$ cat src/verilog/svm_pkg.sv
// shared constants and types of the supply voltage monitor control
package svm_pkg;
  // register byte offsets
  localparam logic [7:0] ADDR_CTRL   = 8'h00;
  localparam logic [7:0] ADDR_STATUS = 8'h04;
  localparam logic [7:0] ADDR_MASK   = 8'h08;
  localparam logic [7:0] ADDR_GIE    = 8'h0C;
  // control register fields
  localparam int         STABLE_BIT  = 5;
  localparam int         POWER_BIT   = 4;
  localparam int         LEVEL_LSB   = 0;
  localparam int         LEVEL_W     = 4;
  localparam logic       POWER_RESET = 1'h0;
  localparam logic [3:0] LEVEL_RESET = 4'h5;
  localparam logic [3:0] LEVEL_RSVD  = 4'h0;
  localparam logic [3:0] LEVEL_EXT   = 4'hF;
  // status and mask fields
  localparam int         STAT_W      = 2;
  localparam int         LOW_BIT     = 0;
  localparam int         WAKE_BIT    = 1;
  localparam logic [1:0] MASK_RESET  = 2'h0;
  localparam int         GIE_BIT     = 0;
  // nominal comparator reference, millivolts, for documentation of taps
  localparam int         REF_MV      = 1200;

  // drive toward the analog comparator, divider and reference
  typedef struct packed {
    logic       ref_power;  // shared reference powered
    logic       det_power;  // divider and comparator powered
    logic       ext_sel;    // comparator fed from external input
    logic [3:0] level;      // divider tap select
  } svm_analog_ctl_type;

  // detector power sequence, one-hot
  typedef enum logic [2:0] {
    DET_OFF    = 3'h1,
    DET_SETTLE = 3'h2,
    DET_ACTIVE = 3'h4
  } svm_det_state_type;
endpackage : svm_pkg

$ cat src/verilog/svm_sync3.sv
// three-stage synchroniser with agreement filter for analog levels
`timescale 1ns/10ps
`default_nettype none
module svm_sync3 (
  input  wire logic pclk,
  input  wire logic presetn,
  input  wire logic async_in,
  output var  logic level
);
  // all state of the synchroniser
  typedef struct packed {
    logic s1;    // metastable stage, read by s2 only
    logic s2;
    logic s3;
    logic lvl;   // accepted level
  } svm_sync_state_type;

  svm_sync_state_type st;
  svm_sync_state_type next_st;

  // accept a change only once the two settled stages agree
  always_comb begin
    next_st     = st;
    next_st.s1  = async_in;
    next_st.s2  = st.s1;
    next_st.s3  = st.s2;
    if (st.s2 == st.s3) begin
      next_st.lvl = st.s3;
    end
  end

  // state register
  always_ff @(posedge pclk or negedge presetn) begin
    if (!presetn) begin
      st <= '0;
    end else begin
      st <= next_st;
    end
  end

  assign level = st.lvl;
endmodule : svm_sync3
`default_nettype wire

$ cat src/verilog/svm_flag_cell.sv
// sticky status flag: hardware sets, a clear pulse resets, set wins
`timescale 1ns/10ps
`default_nettype none
module svm_flag_cell (
  input  wire logic pclk,
  input  wire logic presetn,
  input  wire logic set,
  input  wire logic clr,
  output var  logic flag
);
  // all state of the cell
  typedef struct packed {
    logic f;  // the flag itself
  } svm_flag_state_type;

  svm_flag_state_type st;
  svm_flag_state_type next_st;

  // an event in the clearing cycle must survive
  always_comb begin
    next_st   = st;
    next_st.f = set | (st.f & ~clr);
  end

  // state register
  always_ff @(posedge pclk or negedge presetn) begin
    if (!presetn) begin
      st <= '0;
    end else begin
      st <= next_st;
    end
  end

  assign flag = st.f;
endmodule : svm_flag_cell
`default_nettype wire

$ cat src/verilog/svm_monitor_ctrl.sv
// apb control and status logic of the supply voltage monitor
`timescale 1ns/10ps
`default_nettype none
// Notes on behaviour
// - control bits 7-6 always read zero
// - stable flag read-only, set when detection reliable
// - power enable bit powers detector up/down
// - four-bit trip level select, code 0000 reserved
// - level 1111 routes external input to comparator
// - status valid only after settling interval
// - flag may be false during settling; clear it
// - stability from analog ready, not cycle count
// - no low-voltage flag before reference stable
// - shared reference restarts after both users off
// - detection runs in sleep, sets flag, wakes
// - vector taken on wake only with global enable
// - any reset returns control to powered-off state
// - flag when tap falls below reference
module svm_monitor_ctrl (
  input  wire logic                        pclk,
  input  wire logic                        presetn,
  input  wire logic                        psel,
  input  wire logic                        penable,
  input  wire logic                        pwrite,
  input  wire logic [7:0]                  paddr,
  input  wire logic [31:0]                 pwdata,
  output var  logic [31:0]                 prdata,
  output var  logic                        pready,
  output var  logic                        pslverr,
  input  wire logic                        comparator_low,
  input  wire logic                        reference_ready,
  input  wire logic                        bor_enable,
  input  wire logic                        sleep_mode,
  output var  svm_pkg::svm_analog_ctl_type analog_ctl,
  output var  logic                        irq,
  output var  logic                        wake_req,
  output var  logic                        vector_branch
);

  // all state of the controller
  typedef struct packed {
    logic                        power;    // detector power enable
    logic [3:0]                  level;    // trip level select
    logic [1:0]                  mask;     // interrupt mask
    logic                        global_irq_enable;      // global interrupt enable
    svm_pkg::svm_det_state_type  det;      // power sequence
    logic [31:0]                 rdata;    // apb read data
    logic                        rdy;      // apb ready
    logic                        err;      // apb slave error
    logic                        irq;      // interrupt level
    logic                        wake;     // wake pulse
    logic                        vect;     // vector branch pulse
    svm_pkg::svm_analog_ctl_type actl;     // analog drive
  } svm_top_state_type;

  svm_top_state_type st;
  svm_top_state_type next_st;

  // synchronised analog levels
  logic       cmp_low;   // tap below reference
  logic       ref_ok;    // reference settled

  // apb decode
  logic       xfer_done; // access phase completes this edge
  logic       wr_done;   // completed write
  logic       rd_done;   // completed read
  logic       mapped;    // address hits a register
  logic       stat_clr;  // read of status clears it

  // status flags
  logic       low_set;   // comparator event while trusted
  logic       wake_set;  // comparator event while asleep
  logic [1:0] status;    // sticky status bits
  logic       low_clr;   // status read that reported the flag
  logic       wake_clr;  // status read that reported the wake bit

  // comparator output crosses from the analog domain
  svm_sync3 u_sync_cmp (
    .pclk     (pclk),
    .presetn  (presetn),
    .async_in (comparator_low),
    .level    (cmp_low)
  );

  // reference ready is an analog indication, clock independent
  svm_sync3 u_sync_ref (
    .pclk     (pclk),
    .presetn  (presetn),
    .async_in (reference_ready),
    .level    (ref_ok)
  );

  // the transfer completes at the edge where pready is seen high
  assign xfer_done = psel & penable & st.rdy;
  assign wr_done   = xfer_done & pwrite;
  assign rd_done   = xfer_done & ~pwrite;
  assign mapped    = (paddr == svm_pkg::ADDR_CTRL)
                   | (paddr == svm_pkg::ADDR_STATUS)
                   | (paddr == svm_pkg::ADDR_MASK)
                   | (paddr == svm_pkg::ADDR_GIE);
  assign stat_clr  = rd_done & (paddr == svm_pkg::ADDR_STATUS);
  // clear only what the read returned; a set caught in the wait cycle survives
  assign low_clr   = stat_clr & st.rdata[svm_pkg::LOW_BIT];
  assign wake_clr  = stat_clr & st.rdata[svm_pkg::WAKE_BIT];

  // only a settled detector may raise the flag
  assign low_set  = cmp_low & (st.det == svm_pkg::DET_ACTIVE);
  assign wake_set = low_set & sleep_mode;

  // low-voltage flag, sticky until read
  svm_flag_cell u_low_flag (
    .pclk    (pclk),
    .presetn (presetn),
    .set     (low_set),
    .clr     (low_clr),
    .flag    (status[svm_pkg::LOW_BIT])
  );

  // wake event flag
  svm_flag_cell u_wake_flag (
    .pclk    (pclk),
    .presetn (presetn),
    .set     (wake_set),
    .clr     (wake_clr),
    .flag    (status[svm_pkg::WAKE_BIT])
  );

  // next-state logic: bus slave, power sequence, wake and interrupt
  always_comb begin
    next_st = st;

    // one wait state: ready rises in the second access cycle
    next_st.rdy   = psel & penable & ~st.rdy;
    next_st.err   = psel & penable & ~st.rdy & ~mapped;
    next_st.rdata = '0;
    if (psel & penable & ~st.rdy & ~pwrite) begin
      unique case (paddr)
        svm_pkg::ADDR_CTRL: begin
          // upper bits stay zero
          next_st.rdata[svm_pkg::STABLE_BIT] =
            (st.det == svm_pkg::DET_ACTIVE);
          next_st.rdata[svm_pkg::POWER_BIT] = st.power;
          next_st.rdata[svm_pkg::LEVEL_LSB +: svm_pkg::LEVEL_W] = st.level;
        end
        svm_pkg::ADDR_STATUS: begin
          next_st.rdata[svm_pkg::STAT_W-1:0] = status;
        end
        svm_pkg::ADDR_MASK: begin
          next_st.rdata[svm_pkg::STAT_W-1:0] = st.mask;
        end
        svm_pkg::ADDR_GIE: begin
          next_st.rdata[svm_pkg::GIE_BIT] = st.global_irq_enable;
        end
        default: begin
          // unmapped reads return zero with an error
          next_st.rdata = '0;
        end
      endcase
    end

    // register writes take effect at the completing edge
    if (wr_done) begin
      unique case (paddr)
        svm_pkg::ADDR_CTRL: begin
          // stable bit is read-only, writes to it are dropped
          next_st.power = pwdata[svm_pkg::POWER_BIT];
          next_st.level =
            pwdata[svm_pkg::LEVEL_LSB +: svm_pkg::LEVEL_W];
        end
        svm_pkg::ADDR_MASK: begin
          next_st.mask = pwdata[svm_pkg::STAT_W-1:0];
        end
        svm_pkg::ADDR_GIE: begin
          next_st.global_irq_enable = pwdata[svm_pkg::GIE_BIT];
        end
        default: begin
          // status is cleared by reading, writes ignored
          next_st.global_irq_enable = st.global_irq_enable;
        end
      endcase
    end

    // power sequence; stable only once the analog side says so
    unique case (st.det)
      svm_pkg::DET_OFF: begin
        if (st.power) begin
          next_st.det = svm_pkg::DET_SETTLE;
        end
      end
      svm_pkg::DET_SETTLE: begin
        if (!st.power) begin
          next_st.det = svm_pkg::DET_OFF;
        end else if (ref_ok) begin
          next_st.det = svm_pkg::DET_ACTIVE;
        end
      end
      svm_pkg::DET_ACTIVE: begin
        // reference lost, e.g. restarted, means settling again
        if (!st.power) begin
          next_st.det = svm_pkg::DET_OFF;
        end else if (!ref_ok) begin
          next_st.det = svm_pkg::DET_SETTLE;
        end
      end
      default: begin
        // illegal code recovers to powered off
        next_st.det = svm_pkg::DET_OFF;
      end
    endcase

    // analog drive; reference stays up while either user needs it
    next_st.actl.det_power = st.power;
    next_st.actl.ref_power = st.power | bor_enable;
    next_st.actl.level     = st.level;
    next_st.actl.ext_sel   = (st.level == svm_pkg::LEVEL_EXT);

    // wake on the first trusted event during sleep
    next_st.wake = wake_set & ~status[svm_pkg::LOW_BIT];
    next_st.vect = wake_set & ~status[svm_pkg::LOW_BIT]
                 & st.global_irq_enable;

    // interrupt level from unmasked sticky bits
    next_st.irq = |(status & st.mask);
  end

  // state register; reset leaves the detector off
  always_ff @(posedge pclk or negedge presetn) begin
    if (!presetn) begin
      st       <= '0;
      st.power <= svm_pkg::POWER_RESET;
      st.level <= svm_pkg::LEVEL_RESET;
      st.mask  <= svm_pkg::MASK_RESET;
      st.det   <= svm_pkg::DET_OFF;
      st.actl  <= '{ref_power: 1'h0, det_power: 1'h0,
                    ext_sel: 1'h0, level: svm_pkg::LEVEL_RESET};
    end else begin
      st <= next_st;
    end
  end

  // outputs straight from the state register
  assign prdata        = st.rdata;
  assign pready        = st.rdy;
  assign pslverr       = st.err;
  assign analog_ctl    = st.actl;
  assign irq           = st.irq;
  assign wake_req      = st.wake;
  assign vector_branch = st.vect;
endmodule : svm_monitor_ctrl
`default_nettype wire

$ cat config.mk
export PLATFORM = sky130hd
export DESIGN_NAME = svm_monitor_ctrl
export DESIGN_NICKNAME = d
export VERILOG_FILES = /design/src/verilog/svm_pkg.sv /design/src/verilog/svm_sync3.sv /design/src/verilog/svm_flag_cell.sv /design/src/verilog/svm_monitor_ctrl.sv
export SDC_FILE = /design/constraint.sdc
export NUM_CORES = 1
export LEC_CHECK = 0
export ABC_AREA = 1
export BUFFER_PORTS_ARGS = -buffer_cell sky130_fd_sc_hd__buf_4
export CAP_MARGIN = 40
export CORE_AREA = 3 3 66 68
export DETAILED_ROUTE_END_ITERATION = 7
export DIE_AREA = 0 0 69 71
export PLACE_DENSITY_LB_ADDON = 0.25
export SYNTH_ARGS = -nofsm -noshare
export SYNTH_HDL_FRONTEND = slang
export SYNTH_SLANG_ARGS = --single-unit
$ cat constraint.sdc
create_clock -name pclk -period 1.6 [get_ports pclk]
set_input_delay 0.32 -clock pclk [delete_from_list [all_inputs] [get_ports pclk]]
set_output_delay 0.32 -clock pclk [all_outputs]
set_load 0.005 [all_outputs]
Word level (Yosys, flattened, before mapping):

Index checks and enable logic that the tools add are counted.

* bitwise logic cells: 29
* multiplexer cells: 10
* equal/unequal tests: 12
* reduce and logical (&&, ||, !) cells: 6

Operators with widths (number)
* $and A1 B1 Y1: 16
* $eq A8 B4 Y1 const B: 2
* $mux W3: 5
* $pmux W3 S3: 1
* $eq A8 B3 Y1 const B: 1
* $logic_not A8 Y1: 1
* $mux W6: 1
* $not A1 Y1: 6
* $or A1 B1 Y1: 6
* $reduce_and A2 Y1: 3
* $eq A4 B4 Y1 const B: 1
* $mux W4: 1
* $pmux W1 S4: 1
* $eq A3 B1 Y1 const B: 1
* $eq A3 B2 Y1 const B: 1
* $eq A3 B3 Y1 const B: 1
* $ne A3 B2 Y1 const B: 1
* $ne A3 B3 Y1 const B: 1
* $pmux W1 S3: 1
* $reduce_and A3 Y1: 1
* $and A2 B2 Y2: 1
* $eq A1 B1 Y1: 2
* $ne A2 B2 Y1 const B: 1
* $reduce_or A2 Y1: 1

* input bits: 49
* register bits after elaboration: 39
* output and inout bits: 44
* word-level logic and storage cells: 82

Longest topological paths before layout:

Gate-level depths: netlist of the first run.

* word-level depth: 8
* depth in mapped cells: 8
* mapped depth without buffers: 8

Modules after synthesis:

Synthesis of the first run repeated with hierarchy kept, for this count alone.

* cell total of the unflattened synthesis: 205
* area total of the unflattened synthesis: 1910.6 um^2

Modules (own cells, without submodules)
* svm_monitor_ctrl: cells each 179, area each 1597.8 um^2, instances 1, sequential area each 732.0 um^2
* svm_sync3: cells each 8, area each 116.4 um^2, instances 2, sequential area each 100.1 um^2
* svm_flag_cell: cells each 5, area each 40.0 um^2, instances 2, sequential area each 25.0 um^2

Least setup slack after synthesis of the first run:

OpenSTA, ideal clock, no wires.

* path kind: register -> register
* start: register st[44] in the netlist's numbering
* end: register st[45] in the netlist's numbering
* path slack: 0.524 ns
* library setup time: 0.076 ns
* stages on the path, launching flop included: 7
* clock period less this slack: 1.076 ns
* arrival: 1.000 ns
* required time: 1.524 ns
* path buffers: 0
* cells stage by stage: dfstp_2 -> inv_1 -> nor3_1 -> inv_1 -> o21ai_0 -> inv_1 -> o21ai_1

* longest elaborated chain between the ends: 3
* elaborated cells on any way between the ends: 8
* those cells by class: 6 x eq/ne; 1 x mux; 1 x reduce/logical

RTL lines
* from (decl): line svm_monitor_ctrl.sv:56 `svm_top_state_type st;`
* from (signal assigned): line svm_monitor_ctrl.sv:237 `st <= next_st;`
* $eq A3 B2 Y1 (tied with other cells): line svm_monitor_ctrl.sv:184 `unique case (st.det)`
* $ne A3 B2 Y1 (no source line) (tied with other cells)
* $reduce_and A3 Y1 (no source line)

Parallel ways exist; a longest one is shown, timed or not.
A chain may end at the register's enable or synchronous reset.

Final worst setup path of the first run:

* start: register st, in the netlist analog_ctl[2]
* end: output analog_ctl[2] in the netlist's numbering

RTL lines
* to (decl): line svm_monitor_ctrl.sv:34 `output var svm_pkg::svm_analog_ctl_type analog_ctl,`

No word-level cell between the ends.

==> flow_summary.ini, run 1 <==
[run_status]
status = finished, violations left
violations = negative hold slack

[routing]
drt_iter0_drc = 58
vias = 1178
dr.pass1.iters = 4
finalWirelength_um = 2877
wl_per_cell_um = 10.39
vias_per_cell = 4.253
drc = 0
ant_nets = 0

[synth]
syn_avg_cell_area_um2 = 9.571
synth_cell_types = 25
yosysSeqAreaShare_pct = 52.90
syn_inst = 194
yosysWarnings = 0
synthesis.area_um2 = 1857
ys_seq_elements = 39

[sta]
holdWs_ns = -0.01422
finalCritPeriodShare_pct = 76.02
finClkSkew_ns = 0.002344
drv_slew = 0
finalHoldViolCount = 34
grt_setup_unrepaired = no
final-setup-viol-count = 0
fmax_ghz = 0.8221
min_period_ns = 1.216
finalSetupTns_ns = 0

[floorplan]
core.rowCount = 23
num_io_pins = 93
dieArea_um2 = 4899
dieWidth_um = 69
core_um2 = 3914
start_util_pct = 47.44
die_h_um = 71

[run]
drv_cap = 0

[worst_setup_path]
slowest_delay_ns = 0.52
cp_slowest_cell = dfstp_2
rrSetupSlack_ns = 0.44
start_kind = register
arrival_ns = 0.90
critical_path.max_fanout = 1
cp_cell_sequence = buf_4
worstPathRequired_ns = 1.28
path_class = reg -> out
cp_top_family = flip-flops
path_buf_inv = 1
worstSetupEndpointType = primary output

[placed_design]
dpl.hpwl_um = 2239
routabilityCongestion = 0.7978
placedCellCount = 269
io_buffer_count = 39

[pwr]
peakVddDrop_uv = 479.9
p_leak_nw = 1.154
p_per_area_nw_per_um2 = 932.5

[clock_network]
cts_tree = yes
clock-sinks = 39
clockRootBuffer = clkbuf_8
path_clk_slew_ns = 0.07
ctsResizeCount = 0
htreeDepth = 2
postCtsSetupBuffers = 0
cts-buffers-inserted = 5
cts_max_path_buffers = 2
cts_hold_buf = 0
clock_latency_ns = 0.29

[global_routing]
grt_pass1_vias = 1028
grt_usage_pct = 12.33
antenna_found_initial = 0
gr-total-overflow = 0
use_met2_pct = 19.17
grt_max_degree = 40
use_met1_pct = 15.48
grt-busiest-layer = met2
grt_use_met3_pct = 4.688
grt_first_pass_wirelength_um = 4692

[worst_hold_path]
hold_path_class = in -> async

[cells_and_area]
multi_input_area_um2 = 595.6
fillCellCount = 387
ff_latch_area_um2 = 982.2
fin_nets = 275
fin_util_pct = 53.52
syn_to_final_growth_pct = 12.80
antenna_cells = 0
finalNonFillerCells = 277
drive_gt1_share_pct = 28.63
## kinds of logic after synthesis
family	after synthesis	share of synthesized area [%]
simple gates	83	22.71
fa+ha+maj	2	1.078
flops	39	52.90
compound gates	10	3.032
buf+inv	59	20.08
other cells	1	0.2020
## Yosys cell counts
cell	number	share of area, %
nor2_1	18	3.6
nor3_2	1	0.54
a21oi_1	3	0.81
buf_4	39	16
o21ai_1	3	0.81
o21ai_0	2	0.54
o31ai_1	1	0.40
or2_2	1	0.34
nor2_2	2	0.67
a22o_1	1	0.47
inv_1	19	3.8
nor2_4	3	1.8
dfrtp_1	34	46
conb_1	1	0.20
maj3_1	2	1.1
nand2_2	3	1.0
nor3b_1	1	0.40
nor3_1	3	0.81
dfstp_2	5	7.1
nand3_1	17	4.6
nand2_4	2	1.2
inv_6	1	0.47
nand2_1	30	6.1
nand3_2	1	0.54
nor2_8	1	1.1
## state kept, by name, summed over array words and instances, names as in the netlist
name                cells
u_sync_ref.level        1
u_sync_ref.st           1
analog_ctl              7
u_wake_flag.flag        1
u_low_flag.flag         1
next_st                 5
pslverr                 1
u_sync_cmp.st           1
irq                     1
st                      6
u_sync_ref.next_st      2
u_sync_cmp.level        1
vector_branch           1
prdata                  6
u_sync_cmp.next_st      2
pready                  1
wake_req                1
## where the power goes
part | switching (W) | internal (W)
logic | 0.000144 | 0.0000948
registers | 0.0000352 | 0.00106
clock network | 0.000317 | 0.000305
total | 0.000496 | 0.00146
## per-stage QoR
stage / setup slack, ns / hold WS [ns] / total power, W / area (µm²)
6_report: 0.3836 / -0.01422 / 0.001953 / 2095
5_1_grt: 0.2874 / 0.01704 / 0.002065 / 2095
4_1_cts: 0.3728 / 0.00002015 / 0.001982 / 2095
3_5_place_dp: 0.3446 / 0.3143 / 0.001354 / 2013
3_3_place_gp: 0.3566 / 0.3107 / 0.001344 / 2013
2_1_floorplan: 0.5238 / 0.02441 / 0.001298 / 1951
## final cells by class
class	instances	share of cell area [%]
clock inverter	1	0.2389
multi-input combinational	121	28.43
clock buffer	7	3.644
inverter	20	3.823
tap	50	2.987
timing repair buffer	39	13.98
sequential	39	46.89
## placed cells by master, fill, tap and decap left out, types with 3 or more instances in the layout
cell type	count
nor2_1	18
inv_1	19
o21ai_1	3
nand3_1	17
nor3_1	3
nor2_4	3
buf_4	39
conb_1	26
clkbuf_8	5
a21oi_1	3
nand2_2	3
dfstp_2	5
dfrtp_1	34
nand2_1	30
## worst paths after layout
check,startpoint,end,depth (start not counted)
max in group asynchronous,presetn,next_st[0]$_DFFE_PN1P_,1
max reg2reg,st[44]$_DFFE_PN1P_,st[45]$_DFFE_PN0P_,6
min in group pclk,reference_ready,u_sync_ref.next_st[2]$_DFF_PN0_,1
min,presetn,pslverr$_DFF_PN0_,1
max,analog_ctl[2]$_DFF_PN1_,analog_ctl[2],1
min reg2reg,u_sync_cmp.next_st[2]$_DFF_PN0_,u_sync_cmp.next_st[1]$_DFF_PN0_,0
## layer usage
metal	vias to the layer above	share of wire (%)	wire length, µm
li1	602	-	-
met1	528	44	1270
met2	42	47	1343
met3	6	7.3	210
met4	0	1.8	52
met5	-	0	0
Note: power is estimated with default switching activity, not from simulation.
==> inputs of run 2 (changes only) <==
--- a/config.mk
+++ b/config.mk
@@ -5,12 +5,12 @@
 export SDC_FILE = /design/constraint.sdc
 export NUM_CORES = 1
 export LEC_CHECK = 0
-export ABC_AREA = 1
+export ABC_AREA = 0
 export BUFFER_PORTS_ARGS = -buffer_cell sky130_fd_sc_hd__buf_4
 export CAP_MARGIN = 40
-export CORE_AREA = 3 3 66 68
+export CORE_AREA = 3 3 67 69
 export DETAILED_ROUTE_END_ITERATION = 7
-export DIE_AREA = 0 0 69 71
+export DIE_AREA = 0 0 70 72
 export PLACE_DENSITY_LB_ADDON = 0.25
 export SYNTH_ARGS = -nofsm -noshare
 export SYNTH_HDL_FRONTEND = slang
==> constraint.sdc (replaced) <==
create_clock -name pclk -period 1.2 [get_ports pclk]
set_input_delay 0.24 -clock pclk [delete_from_list [all_inputs] [get_ports pclk]]
set_output_delay 0.24 -clock pclk [all_outputs]
set_load 0.005 [all_outputs]
==> flow_summary.ini, run 2 <==
[run_status]
status = finished, violations left
violations = negative setup slack

[synth]
synth_ff_type = dfrtp_1
synth_top_cell_by_area = dfrtp_1
synth_cell_types = 33
syn_inst = 138
synth-async-reset-ratio_pct = 100.0
syn_avg_cell_area_um2 = 12.63
yosysSeqAreaShare_pct = 56.35
yosysWarnings = 0
synth_commonest_cells = buf_4 (39), dfrtp_1 (34), mux2_2 (8)
synth.most_common_cell = buf_4
synthesis.area_um2 = 1743
ys_seq_elements = 39
ys_top_cells_by_area = dfrtp_1 (49%), buf_4 (17%), dfstp_2 (7.5%), mux2_2 (5.2%), and2_1 (1.8%)
yosysTopAreaCellShare_pct = 48.82
synth-edff-count = 0

[sta]
holdWs_ns = 0.05403
finalSetupTns_ns = -3.527
final-setup-viol-count = 17
drv_slew = 0
finalHoldViolCount = 0
finClkSkew_ns = 0.003866
grt_setup_unrepaired = yes
fin_ws_ns = -0.2633
min_period_ns = 1.463
finalCritPeriodShare_pct = 121.9
fmax_ghz = 0.6834

[cells_and_area]
fillCellCount = 335
final_cell_mix = buf_4 (50), dfrtp_1 (34), conb_1 (26)
fin_area_um2 = 2220
layout_commonest_cell = buf_4
fin_nets = 233
syn_to_final_growth_pct = 27.35
antenna_cells = 0
drive_gt1_share_pct = 46.49
largest_register_ffs = 7

[routing]
vias = 1072
drt_iter0_drc = 50
finalWirelength_um = 3217
ant_nets = 0
dr.pass1.iters = 4
vias_per_cell = 4.562
drc = 0
wl_per_cell_um = 13.69

[worst_hold_path]
holdPathEnd = u_sync_cmp.next_st[2]$_DFF_PN0_
hold_path_class = in -> reg
worstHoldStart = comparator_low
worstHoldPathCells = 1

[floorplan]
core.rowCount = 23
dieArea_um2 = 5040
start_util_pct = 43.89
core_um2 = 3971
dieWidth_um = 70
die_h_um = 72
num_io_pins = 93

[worst_setup_path]
start_kind = primary input
worstPathRequired_ns = 1.37
worstSetupEndpointType = register
cp_cell_sequence = buf_6 > or4_4 > buf_6 > buf_4 > o41ai_4 > nand2_1
slowest_delay_ns = 0.59
path_class = in -> reg
reg2reg_to = prdata[5]$_DFF_PN0_
critical_path.max_fanout = 4
r2r_start = pready$_DFF_PN0_
cpMostUsedCell = buf_6
cp_slowest_cell = or4_4
arrival_ns = 1.63
rrSetupSlack_ns = -0.26
rr_worst_depth = 4

[global_routing]
antenna_found_initial = 0
grt_max_degree = 40
gr-total-overflow = 0
grt_first_pass_wirelength_um = 5299
grt_pass1_vias = 1108
grt_usage_pct = 13.92

[clock_network]
clockRootBuffer = clkbuf_8
cts_tree = yes
cts_max_path_buffers = 2
htreeDepth = 2
clock_latency_ns = 0.29
path_clk_slew_ns = 0.07
clock-sinks = 39
cts-buffers-inserted = 5

[pwr]
p_per_area_nw_per_um2 = 1170
p_sw_share_pct = 20.71
p_leak_nw = 1.133
power_frac_clock_pct = 40.4
total_power_w = 0.002596
p_switching_w = 0.0005377
seqPwrFrac_pct = 52.1
p_int_w = 0.002059
peakVddDrop_uv = 663.3
power_frac_comb_pct = 7.6

[placed_design]
place_area_um2 = 1991
routabilityCongestion = 0.7979
dpl.hpwl_um = 2381
io_buffer_count = 39

[run]
drv_cap = 0
==> run 2: changes by cell type in the layout (fill, tap and decap cells not counted), sizes merged, moves of 4 or more <==
cell / previous run / this run
nand2: 35 / 5
nor4: 0 / 4
nor2: 24 / 4
inv: 20 / 2
buf: 39 / 53
nand3: 18 / 1
and2: 0 / 5
mux2: 0 / 8
==> run 2: worst max-delay path by stage <==
stage                                 from                   endpoint
after floorplan                   paddr[1]     next_st[1]$_DFFE_PN0P_
after global placement            paddr[1]        prdata[5]$_DFF_PN0_
after global routing      pready$_DFF_PN0_        prdata[5]$_DFF_PN0_
after detailed placement          paddr[1]        prdata[5]$_DFF_PN0_
after CTS                 pready$_DFF_PN0_        prdata[5]$_DFF_PN0_
final                             paddr[1]  u_low_flag.flag$_DFF_PN0_
==> run 2: area by class of cell <==
type,instances,area (µm²),share of cell area (%)
Clock buffer,7,76.32,3.439
Timing Repair Buffer,54,419.2,18.88
Sequential cell,39,982.2,44.25
Tap cell,50,62.56,2.818
Clock inverter,1,30.03,1.353
Multi-Input combinational cell,82,641.9,28.92
Inverter,2,7.507,0.3382
==> run 2: routing by layer <==
metal,GRT usage (%),vias up,part of all wire (%)
met4,8.511,0,3.1
met5,0,-,0
met1,14.41,520,36
li1,-,496,-
met3,4.709,11,7.4
met2,24.45,45,54
==> run 2: critical path, delay by kind of cell <==
kind | cells | cell delay [ns]
buffers and inverters | 3 | 0.38
AO/OA/AOI/OAI | 1 | 0.35
AND/OR/NAND/NOR | 2 | 0.67
==> run 2: power by group through the flow <==
| stage | registers [W] | clock network [W] | logic [W] |
|---|---|---|---|
| 4_1_cts | 0.00135 | 0.00108 | 0.000195 |
| 5_1_grt | 0.00135 | 0.00114 | 0.000220 |
| 6_report | 0.00135 | 0.00105 | 0.000197 |
| 3_5_place_dp | 0.00138 | 0 | 0.000176 |
| 3_3_place_gp | 0.00138 | 0 | 0.000171 |
| 2_1_floorplan | 0.00138 | 0 | 0.000122 |
==> run 2: repair_timing <==
| action | in CTS | in global routing |
|---|---|---|
| gates resized for setup | 13 | 2 |
| setup endpoints to repair | 17 | 18 |
| hold buffers | 1 | 0 |
| hold endpoints to repair | 34 | 0 |
| setup buffers | 1 | 2 |
| pin swaps | 7 | 1 |
==> run 2: cell families after synthesis <==
family / synth area share, %
AO/OA/AOI/OAI: 2.943
AND/OR/NAND/NOR: 13.93
other: 0.2152
multiplexers: 7.035
buffers and inverters: 17.88
adder cells (fa/ha/maj): 1.149
XOR/XNOR: 0.5026
flip-flops: 56.35
==> run 2: stage by stage <==
step	cells	setup WS [ns]	utilization, %
4_1_cts	233	-0.2898	55.10
6_report	235	-0.2633	55.89
5_1_grt	235	-0.3249	55.89
3_3_place_gp	223	-0.6596	50.13
3_5_place_dp	223	-0.6582	50.13
2_1_floorplan	163	-0.5501	-
